==> src/logic/ccr_pkg.sv <==
package ccr_pkg;

  // Attribute-space register addresses (byte addresses on the card bus)
  localparam logic [10:0] ADDR_OPTION = 11'h200;
  localparam logic [10:0] ADDR_STATUS = 11'h202;
  localparam logic [10:0] ADDR_PIN    = 11'h204;
  localparam logic [10:0] ADDR_SOCKET = 11'h206;

  // Option register fields
  localparam int OPT_SRST_BIT  = 7;
  localparam int OPT_LEVEL_BIT = 6;
  localparam int OPT_MAP_MSB   = 5;

  // Status register fields
  localparam int STS_CHG_BIT   = 7;
  localparam int STS_SIGEN_BIT = 6;
  localparam int STS_BYTE_BIT  = 5;
  localparam int STS_PWD_BIT   = 2;
  localparam int STS_IRQ_BIT   = 1;

  // Pin state mirror fields
  localparam int PIN_RCHG_BIT  = 5;
  localparam int PIN_RLVL_BIT  = 1;
  localparam logic [7:0] PIN_FIXED = 8'h0c;

  // Socket and copy field
  localparam int SOCK_COPY_BIT = 4;

  // Reset values
  localparam logic [7:0] OPTION_RESET = 8'h00;
  localparam logic [7:0] STATUS_RESET = 8'h00;
  localparam logic [7:0] PIN_RESET    = 8'h0c;
  localparam logic [7:0] SOCKET_RESET = 8'h00;

  // Map select encodings
  localparam logic [5:0] MAP_MEMORY     = 6'h00;
  localparam logic [5:0] MAP_CONTIG_IO  = 6'h01;
  localparam logic [5:0] MAP_PRIMARY_IO = 6'h02;

  // Power-state settling time and automatic idle power-down time
  localparam int PWR_SETTLE_NS   = 1000;
  localparam int AUTO_IDLE_NS    = 10000;
  localparam int CLK_PERIOD_NS   = 10;
  localparam int PWR_SETTLE_CYC  = (PWR_SETTLE_NS + CLK_PERIOD_NS - 1) / CLK_PERIOD_NS;
  localparam int AUTO_IDLE_CYC   = AUTO_IDLE_NS / CLK_PERIOD_NS;

  typedef enum logic [1:0] {
    CCR_PWR_ACTIVE  = 2'b00,
    CCR_PWR_TO_DOWN = 2'b01,
    CCR_PWR_SLEEP   = 2'b11,
    CCR_PWR_TO_UP   = 2'b10
  } ccr_pwr_t;

  typedef struct packed {
    logic       srst;
    logic       level_irq_select;
    logic [5:0] map_select;
    logic       change_signal_enable;
    logic       host_byte_bus_only;
    logic       power_down_request;
    logic       ready_changed;
    logic       ready_mask;
    logic [7:0] socket;
    ccr_pwr_t   pwr;
    logic [9:0] pwr_cnt;
    logic [9:0] idle_cnt;
    logic       ready_s1;
    logic       ready_s2;
    logic       ready_s3;
    logic       ready_prev;
    logic       irq_pending;
    logic       status_change_n;
    logic [7:0] rdata;
    logic       rvalid;
    logic       soft_reset;
    logic       card_reset;
    logic       irq_pulse;
    logic       sleep;
  } ccr_state_t;

endpackage

==> src/logic/ccr_card_config.sv <==
module ccr_card_config #(
  parameter int PWR_SETTLE = ccr_pkg::PWR_SETTLE_CYC,
  parameter int AUTO_IDLE  = ccr_pkg::AUTO_IDLE_CYC
) (
  // Clock and card hard reset
  input  wire logic        core_clk_i,
  input  wire logic        rst_i,
  // Attribute register access, one-cycle strobes
  input  wire logic        reg_sel_i,
  input  wire logic        rd_i,
  input  wire logic        wr_i,
  input  wire logic [10:0] addr_i,
  input  wire logic [7:0]  wdata_i,
  input  wire logic        true_ide_i,
  // Card status inputs
  input  wire logic        ready_pin_i,
  input  wire logic        int_req_i,
  input  wire logic        irq_disable_bit_i,
  input  wire logic        io_mode_i,
  input  wire logic        command_i,
  // Register read data and card controls
  output logic [7:0]       rdata_o,
  output logic             rvalid_o,
  output logic             soft_reset_o,
  output logic             card_reset_o,
  output logic [5:0]       map_select_o,
  output logic             level_irq_select_o,
  output logic             irq_pulse_o,
  output logic             status_change_pin_o,
  output logic             sleep_o,
  output logic             host_byte_bus_only_o,
  output logic [7:0]       socket_copy_id_o
);

  ccr_pkg::ccr_state_t s;
  ccr_pkg::ccr_state_t next_s;

  logic       acc;
  logic       wr_opt;
  logic       wr_sts;
  logic       wr_pin;
  logic       wr_sock;
  logic       ready_lvl;
  logic       irq_req;
  logic [7:0] opt_v;
  logic [7:0] sts_v;
  logic [7:0] pin_v;

  assign acc     = reg_sel_i && !true_ide_i;
  assign wr_opt  = acc && wr_i && addr_i == ccr_pkg::ADDR_OPTION;
  assign wr_sts  = acc && wr_i && addr_i == ccr_pkg::ADDR_STATUS;
  assign wr_pin  = acc && wr_i && addr_i == ccr_pkg::ADDR_PIN;
  assign wr_sock = acc && wr_i && addr_i == ccr_pkg::ADDR_SOCKET;
  assign irq_req = int_req_i && !irq_disable_bit_i;

  // Ready shows busy while a power transition is under way
  assign ready_lvl = s.ready_s2 && s.ready_s3 &&
                     (s.pwr == ccr_pkg::CCR_PWR_ACTIVE || s.pwr == ccr_pkg::CCR_PWR_SLEEP);

  always_comb begin
    opt_v = {s.srst, s.level_irq_select, s.map_select};
    sts_v = ccr_pkg::STATUS_RESET;
    sts_v[ccr_pkg::STS_CHG_BIT]   = s.ready_changed;
    sts_v[ccr_pkg::STS_SIGEN_BIT] = s.change_signal_enable;
    sts_v[ccr_pkg::STS_BYTE_BIT]  = s.host_byte_bus_only;
    sts_v[ccr_pkg::STS_PWD_BIT]   = s.power_down_request;
    sts_v[ccr_pkg::STS_IRQ_BIT]   = s.irq_pending;
    pin_v = ccr_pkg::PIN_FIXED;
    pin_v[ccr_pkg::PIN_RCHG_BIT] = s.ready_changed;
    pin_v[ccr_pkg::PIN_RLVL_BIT] = s.ready_prev;
  end

  always_comb begin
    next_s = s;
    next_s.ready_s1 = ready_pin_i;
    next_s.ready_s2 = s.ready_s1;
    next_s.ready_s3 = s.ready_s2;
    next_s.ready_prev = ready_lvl;
    next_s.rvalid = 1'b0;
    next_s.soft_reset = 1'b0;
    next_s.irq_pulse = 1'b0;

    // Read mux, unmapped reads give zero
    if (acc && rd_i) begin
      next_s.rvalid = 1'b1;
      unique case (addr_i)
        ccr_pkg::ADDR_OPTION: next_s.rdata = opt_v;
        ccr_pkg::ADDR_STATUS: next_s.rdata = sts_v;
        ccr_pkg::ADDR_PIN:    next_s.rdata = pin_v;
        ccr_pkg::ADDR_SOCKET: next_s.rdata = s.socket;
        default:              next_s.rdata = 8'h00;
      endcase
    end

    if (wr_sts) begin
      next_s.change_signal_enable = wdata_i[ccr_pkg::STS_SIGEN_BIT];
      next_s.host_byte_bus_only   = wdata_i[ccr_pkg::STS_BYTE_BIT];
      next_s.power_down_request   = wdata_i[ccr_pkg::STS_PWD_BIT];
      if (wdata_i[ccr_pkg::STS_PWD_BIT] != s.power_down_request) begin
        next_s.pwr     = wdata_i[ccr_pkg::STS_PWD_BIT] ? ccr_pkg::CCR_PWR_TO_DOWN
                                                       : ccr_pkg::CCR_PWR_TO_UP;
        next_s.pwr_cnt = '0;
      end
    end
    if (wr_sock) begin
      next_s.socket = '0;
      next_s.socket[ccr_pkg::SOCK_COPY_BIT] = wdata_i[ccr_pkg::SOCK_COPY_BIT];
    end

    // Host write to ready-changed, then hardware set wins
    if (wr_pin) begin
      next_s.ready_changed = wdata_i[ccr_pkg::PIN_RCHG_BIT];
      next_s.ready_mask    = wdata_i[ccr_pkg::PIN_RLVL_BIT];
    end
    if (ready_lvl != s.ready_prev && !s.ready_mask) begin
      next_s.ready_changed = 1'b1;
    end

    // Power state sequencing
    unique case (s.pwr)
      ccr_pkg::CCR_PWR_ACTIVE: begin
        if (command_i || acc) begin
          next_s.idle_cnt = '0;
        end else if (32'(s.idle_cnt) >= AUTO_IDLE - 1) begin
          next_s.pwr     = ccr_pkg::CCR_PWR_TO_DOWN;
          next_s.pwr_cnt = '0;
          next_s.idle_cnt = '0;
        end else begin
          next_s.idle_cnt = s.idle_cnt + 10'h001;
        end
      end
      ccr_pkg::CCR_PWR_TO_DOWN, ccr_pkg::CCR_PWR_TO_UP: begin
        if (32'(s.pwr_cnt) >= PWR_SETTLE - 1) begin
          next_s.pwr = (s.pwr == ccr_pkg::CCR_PWR_TO_DOWN) ? ccr_pkg::CCR_PWR_SLEEP
                                                           : ccr_pkg::CCR_PWR_ACTIVE;
        end else begin
          next_s.pwr_cnt = s.pwr_cnt + 10'h001;
        end
      end
      ccr_pkg::CCR_PWR_SLEEP: begin
        if (command_i && !s.power_down_request) begin
          next_s.pwr     = ccr_pkg::CCR_PWR_TO_UP;
          next_s.pwr_cnt = '0;
        end
      end
    endcase
    if (wr_sts && wdata_i[ccr_pkg::STS_PWD_BIT] != s.power_down_request) begin
      next_s.idle_cnt = '0;
    end
    next_s.sleep = (next_s.pwr == ccr_pkg::CCR_PWR_SLEEP);

    // Interrupt pending and its signalling style
    next_s.irq_pending = irq_req;
    // Level mode follows pending, pulse mode marks its rise
    next_s.irq_pulse   = s.level_irq_select ? irq_req : irq_req && !s.irq_pending;
    next_s.status_change_n = !(io_mode_i && s.change_signal_enable &&
                               next_s.ready_changed);

    // Option write, soft reset clears state like a hard reset but keeps the socket register, the ready synchronisers and srst set
    if (wr_opt) begin
      next_s.level_irq_select = wdata_i[ccr_pkg::OPT_LEVEL_BIT];
      next_s.map_select       = wdata_i[ccr_pkg::OPT_MAP_MSB:0];
      next_s.srst             = wdata_i[ccr_pkg::OPT_SRST_BIT];
      if (wdata_i[ccr_pkg::OPT_SRST_BIT]) begin
        next_s = '0;
        next_s.srst            = 1'b1;
        next_s.status_change_n = 1'b1;
        next_s.soft_reset      = 1'b1;
        next_s.ready_s1        = s.ready_s1;
        next_s.ready_s2        = s.ready_s2;
        next_s.ready_s3        = s.ready_s3;
        next_s.socket          = s.socket;
        next_s.map_select      = ccr_pkg::MAP_MEMORY;
      end
    end
    // Internal initialisation runs while the soft reset bit is held
    next_s.card_reset = next_s.srst;
  end

  always_ff @(posedge core_clk_i or posedge rst_i) begin
    if (rst_i) begin
      s                      <= '0;
      s.srst                 <= ccr_pkg::OPTION_RESET[ccr_pkg::OPT_SRST_BIT];
      s.level_irq_select     <= ccr_pkg::OPTION_RESET[ccr_pkg::OPT_LEVEL_BIT];
      s.map_select           <= ccr_pkg::OPTION_RESET[ccr_pkg::OPT_MAP_MSB:0];
      s.change_signal_enable <= ccr_pkg::STATUS_RESET[ccr_pkg::STS_SIGEN_BIT];
      s.host_byte_bus_only   <= ccr_pkg::STATUS_RESET[ccr_pkg::STS_BYTE_BIT];
      s.power_down_request   <= ccr_pkg::STATUS_RESET[ccr_pkg::STS_PWD_BIT];
      s.ready_changed        <= ccr_pkg::PIN_RESET[ccr_pkg::PIN_RCHG_BIT];
      s.ready_prev           <= ccr_pkg::PIN_RESET[ccr_pkg::PIN_RLVL_BIT];
      s.socket               <= ccr_pkg::SOCKET_RESET;
      s.pwr                  <= ccr_pkg::CCR_PWR_ACTIVE;
      s.status_change_n      <= 1'b1;
      s.card_reset           <= 1'b1;
    end else begin
      s <= next_s;
    end
  end

  assign rdata_o              = s.rdata;
  assign rvalid_o             = s.rvalid;
  assign soft_reset_o         = s.soft_reset;
  assign card_reset_o         = s.card_reset;
  assign map_select_o         = s.map_select;
  assign level_irq_select_o   = s.level_irq_select;
  assign irq_pulse_o          = s.irq_pulse;
  assign status_change_pin_o  = s.status_change_n;
  assign sleep_o              = s.sleep;
  assign host_byte_bus_only_o = s.host_byte_bus_only;
  assign socket_copy_id_o     = s.socket;

endmodule

==> config.mk <==
export PLATFORM = sky130hd
export DESIGN_NAME = ccr_card_config
export DESIGN_NICKNAME = d
export VERILOG_FILES = /design/src/logic/ccr_pkg.sv /design/src/logic/ccr_card_config.sv
export SDC_FILE = /design/constraint.sdc
export NUM_CORES = 1
export LEC_CHECK = 0
export ABC_AREA = 0
export BUFFER_PORTS_ARGS = -buffer_cell sky130_fd_sc_hd__buf_2
export CORE_MARGIN = 1.5
export CORE_UTILIZATION = 50
export CTS_BUF_LIST = sky130_fd_sc_hd__clkbuf_4 sky130_fd_sc_hd__clkbuf_8
export CTS_CLUSTER_DIAMETER = 80
export CTS_CLUSTER_SIZE = 12
export DETAILED_ROUTE_END_ITERATION = 8
export GPL_TIMING_DRIVEN = 0
export PLACE_DENSITY_LB_ADDON = 0.1
export SLEW_MARGIN = 10
export SYNTH_ARGS = -nofsm -noshare
export SYNTH_HDL_FRONTEND = slang
export SYNTH_SLANG_ARGS = --single-unit
==> constraint.sdc <==
create_clock -name core_clk_i -period 2.6 [get_ports core_clk_i]
set_clock_uncertainty 0.05 [all_clocks]
set_input_delay 0.26 -clock core_clk_i [delete_from_list [all_inputs] [get_ports core_clk_i]]
set_output_delay 0.26 -clock core_clk_i [all_outputs]
set_load 0.01 [all_outputs]
==> impl_metrics.ini <==
[cts]
cts_tree = yes
postCtsHoldBufs = 0
ctsResizeCount = 0
postCtsSetupBuffers = 0
cts_buffers = 9
htree_num_levels = 3
clk_path_buf_depth = 2
clkSlewWorstSetupHoldPaths_ns = 0.07
clk_latency_ns = 0.34
clock-sinks = 62
cts_root_buffer = clkbuf_8

[worst_hold_path]
holdCritPathClass = input pin to asynchronous set/reset pin

[power_and_ir_drop]
combPwrFrac = 0.168
powerDensity_nw_per_um2 = 651.8
switchingPower_uw = 712.7
p_int_mw = 1.824
p_leak_nw = 1.951
peakVddDrop_uv = 513.3
switching_share = 0.2809
clkPwrFrac = 0.394
power.share.sequential = 0.438

[timing]
finalMaxSlewViolations = 0
tns_ns = 0
tightest_slew_ns = 0.7816
setup_viol = 0
fin_ws_ns = 0.4069
rsz0062_at_grt = false
slew_headroom = 0.4790
hold_viol = 0
holdWs_ns = 0.003013
fin_crit_ns = 2.193
max_freq_mhz = 456.0
post-route-period-util = 0.8435

[synth]
ys_seq_elements = 62
syn_avg_cell_area_sq_um = 9.644
ys_async_sr_fraction = 1.000
syn_inst = 339
synth_edf_count = 0
synth_cell_types = 48
seq_area_frac_synth = 0.4753
yosys.cell_count.top_type = dfrtp_1
synth_area_leader_cell = dfrtp_1
yosys.area.top_type_share = 0.4592
netlist_area_sq_um = 3269
synth_area_leaders = dfrtp_1 (46%), buf_4 (5.3%), nand2_1 (4.0%)
ys.flop_type = dfrtp_1
syn-num-nets = 375
yosysWarnings = 0
synth_top_cells_by_count = dfrtp_1 (60), nand2_1 (35), nor2_1 (35), buf_4 (23), a21oi_1 (19)

[global_route]
gr-usage-all-layers = 0.2207
grt_max_degree = 63
grt.overflow.total = 0
grt_pass1_wl_um = 12150
antenna_found_initial = 0
grt_pass1_vias = 2565

[placed_design]
dp_slack_ns = 0.4246
hpwl_um = 5265
placed_cell_area_sq_um = 3659
portBuffers = 58
gp_congestion = 0.8211

[critical_path]
ff2ff_path_depth = 7
crit_arrival_ns = 2.36
cp-endpoint = s[33]
cp-startpoint = s[29]
start_kind = flip-flop
end_kind = flip-flop
worstPathMaxFanout = 7
r2r-start = s[29]
crit_type = flip-flop to flip-flop
regToRegSetupSlack_ns = 0.41
reg2reg_to = s[33]
worstPathRequired_ns = 2.77

[route]
num_vias = 2690
routedWlPerCell_um = 14.99
totalWireLength_um = 7343
wl_met1_um = 3631
wl_met2_um = 3177
top_layer_used = met4
ant_nets = 0
via_per_inst = 5.490
met3_wirelength_um = 348
dr.pass1.iters = 4
drt_iter0_markers = 160
drc_errors = 0

[die]
core_sq_um = 6350
io_pins = 60
die_h_um = 83.86
rows = 29
design.die.area_sq_um = 7033
chipWidth_um = 83.86
start_util = 0.5149

[final_layout]
drive_gt1_frac = 0.2833
diodes = 0
ff_latch_area_sq_um = 1554
fin_util = 0.6130
multi_input_area_sq_um = 1465
finalInstanceArea_sq_um = 3892
nNetsFinal = 444
nFillCells = 562
synthToLayoutAreaGrowth_pct = 19.06

[job]
maxCapViolations = 0

[outcome]
outcome = completed
==> routing by layer <==
metal,GRT usage,vias up
li1,-,1305
met1,0.3220,1287
met2,0.3211,82
met3,0.03462,16
met4,0.1088,0
met5,0,-
==> area by class of cell <==
type / count / area share
Clock buffer: 13 / 0.04275
Multi-Input combinational cell: 235 / 0.3764
Timing Repair Buffer: 58 / 0.07457
Buffer: 33 / 0.05561
Clock inverter: 3 / 0.01736
Inverter: 9 / 0.009322
Sequential cell: 62 / 0.3992
Tap cell: 77 / 0.02475
==> worst max-delay path: stages, from the launching register on <==
cell and delay (ns):
dfrtp_1 0.41, ha_1 0.24, nor4_1 0.37, o21ai_0 0.24
a21oi_1 0.34, nor3_4 0.11, nor3b_1 0.24, nor3_1 0.08
==> registers in the layout, indices dropped and copies added, names as in the netlist <==
name,flops
status_change_pin_o,1
soft_reset_o,1
map_select_o,6
irq_pulse_o,1
sleep_o,1
rdata_o,8
opt_v,1
card_reset_o,1
s,29
level_irq_select_o,1
rvalid_o,1
pin_v,2
host_byte_bus_only_o,1
socket_copy_id_o,8
==> power by group through the flow <==
stage | clock (mW) | sequential (mW) | combinational, mW
floorplan | 0 | 1.11 | 0.320
global placement | 0 | 1.13 | 0.419
detailed placement | 0 | 1.13 | 0.429
CTS | 1.01 | 1.11 | 0.431
global route | 1.04 | 1.12 | 0.492
finish | 1.00 | 1.11 | 0.426
==> how the worst min path moves through the flow <==
| stage | start | to | slack (ns) | cells after the start |
|---|---|---|---|---|
| after floorplan | io_mode_i | status_change_pin_o | 0.28 | 1 |
| after global placement | io_mode_i | status_change_pin_o | 0.37 | 2 |
| after detailed placement | io_mode_i | status_change_pin_o | 0.37 | 2 |
| after CTS | io_mode_i | status_change_pin_o | 0.01 | 2 |
| after global routing | irq_disable_bit_i | s[14] | 0.02 | 2 |
| final | rst_i | rdata_o[0] | 0.003 | 2 |
==> cell usage in the layout (no fill, tap or decap), types with 3 or more instances in the layout <==
master,count
inv_1,8
nor3b_1,5
ha_1,6
nand2b_1,11
nand2_1,35
nor3_1,17
nand3b_1,4
a22o_1,3
clkbuf_1,5
dfrtp_1,60
nand3_1,6
a22oi_1,5
buf_2,63
and3_1,6
a21oi_1,19
buf_4,23
nor4_1,3
nor2_1,35
xor2_1,5
mux2_2,3
and2_1,12
a211oi_1,3
clkbuf_8,11
a31oi_1,4
mux2i_1,4
o21ai_0,12
xnor2_1,4
nand4_1,6
==> logic make-up (layout without fill, tap and decap cells) <==
group / after synthesis / in the layout / share of synthesized area
compound gates: 57 / 57 / 0.1068
simple gates: 153 / 153 / 0.2534
xor+xnor: 9 / 9 / 0.02411
fa+ha+maj: 6 / 6 / 0.02296
flops: 62 / 62 / 0.4753
buf+inv: 42 / 116 / 0.07654
mux: 10 / 10 / 0.04095
==> through the flow <==
step	total power [mW]	instances
6_report	2.537	490
5_1_grt	2.657	490
4_1_cts	2.550	490
3_5_place_dp	1.558	474
3_3_place_gp	1.544	474
2_1_floorplan	1.433	339
No activity file was read; power rests on OpenSTA's default activity.
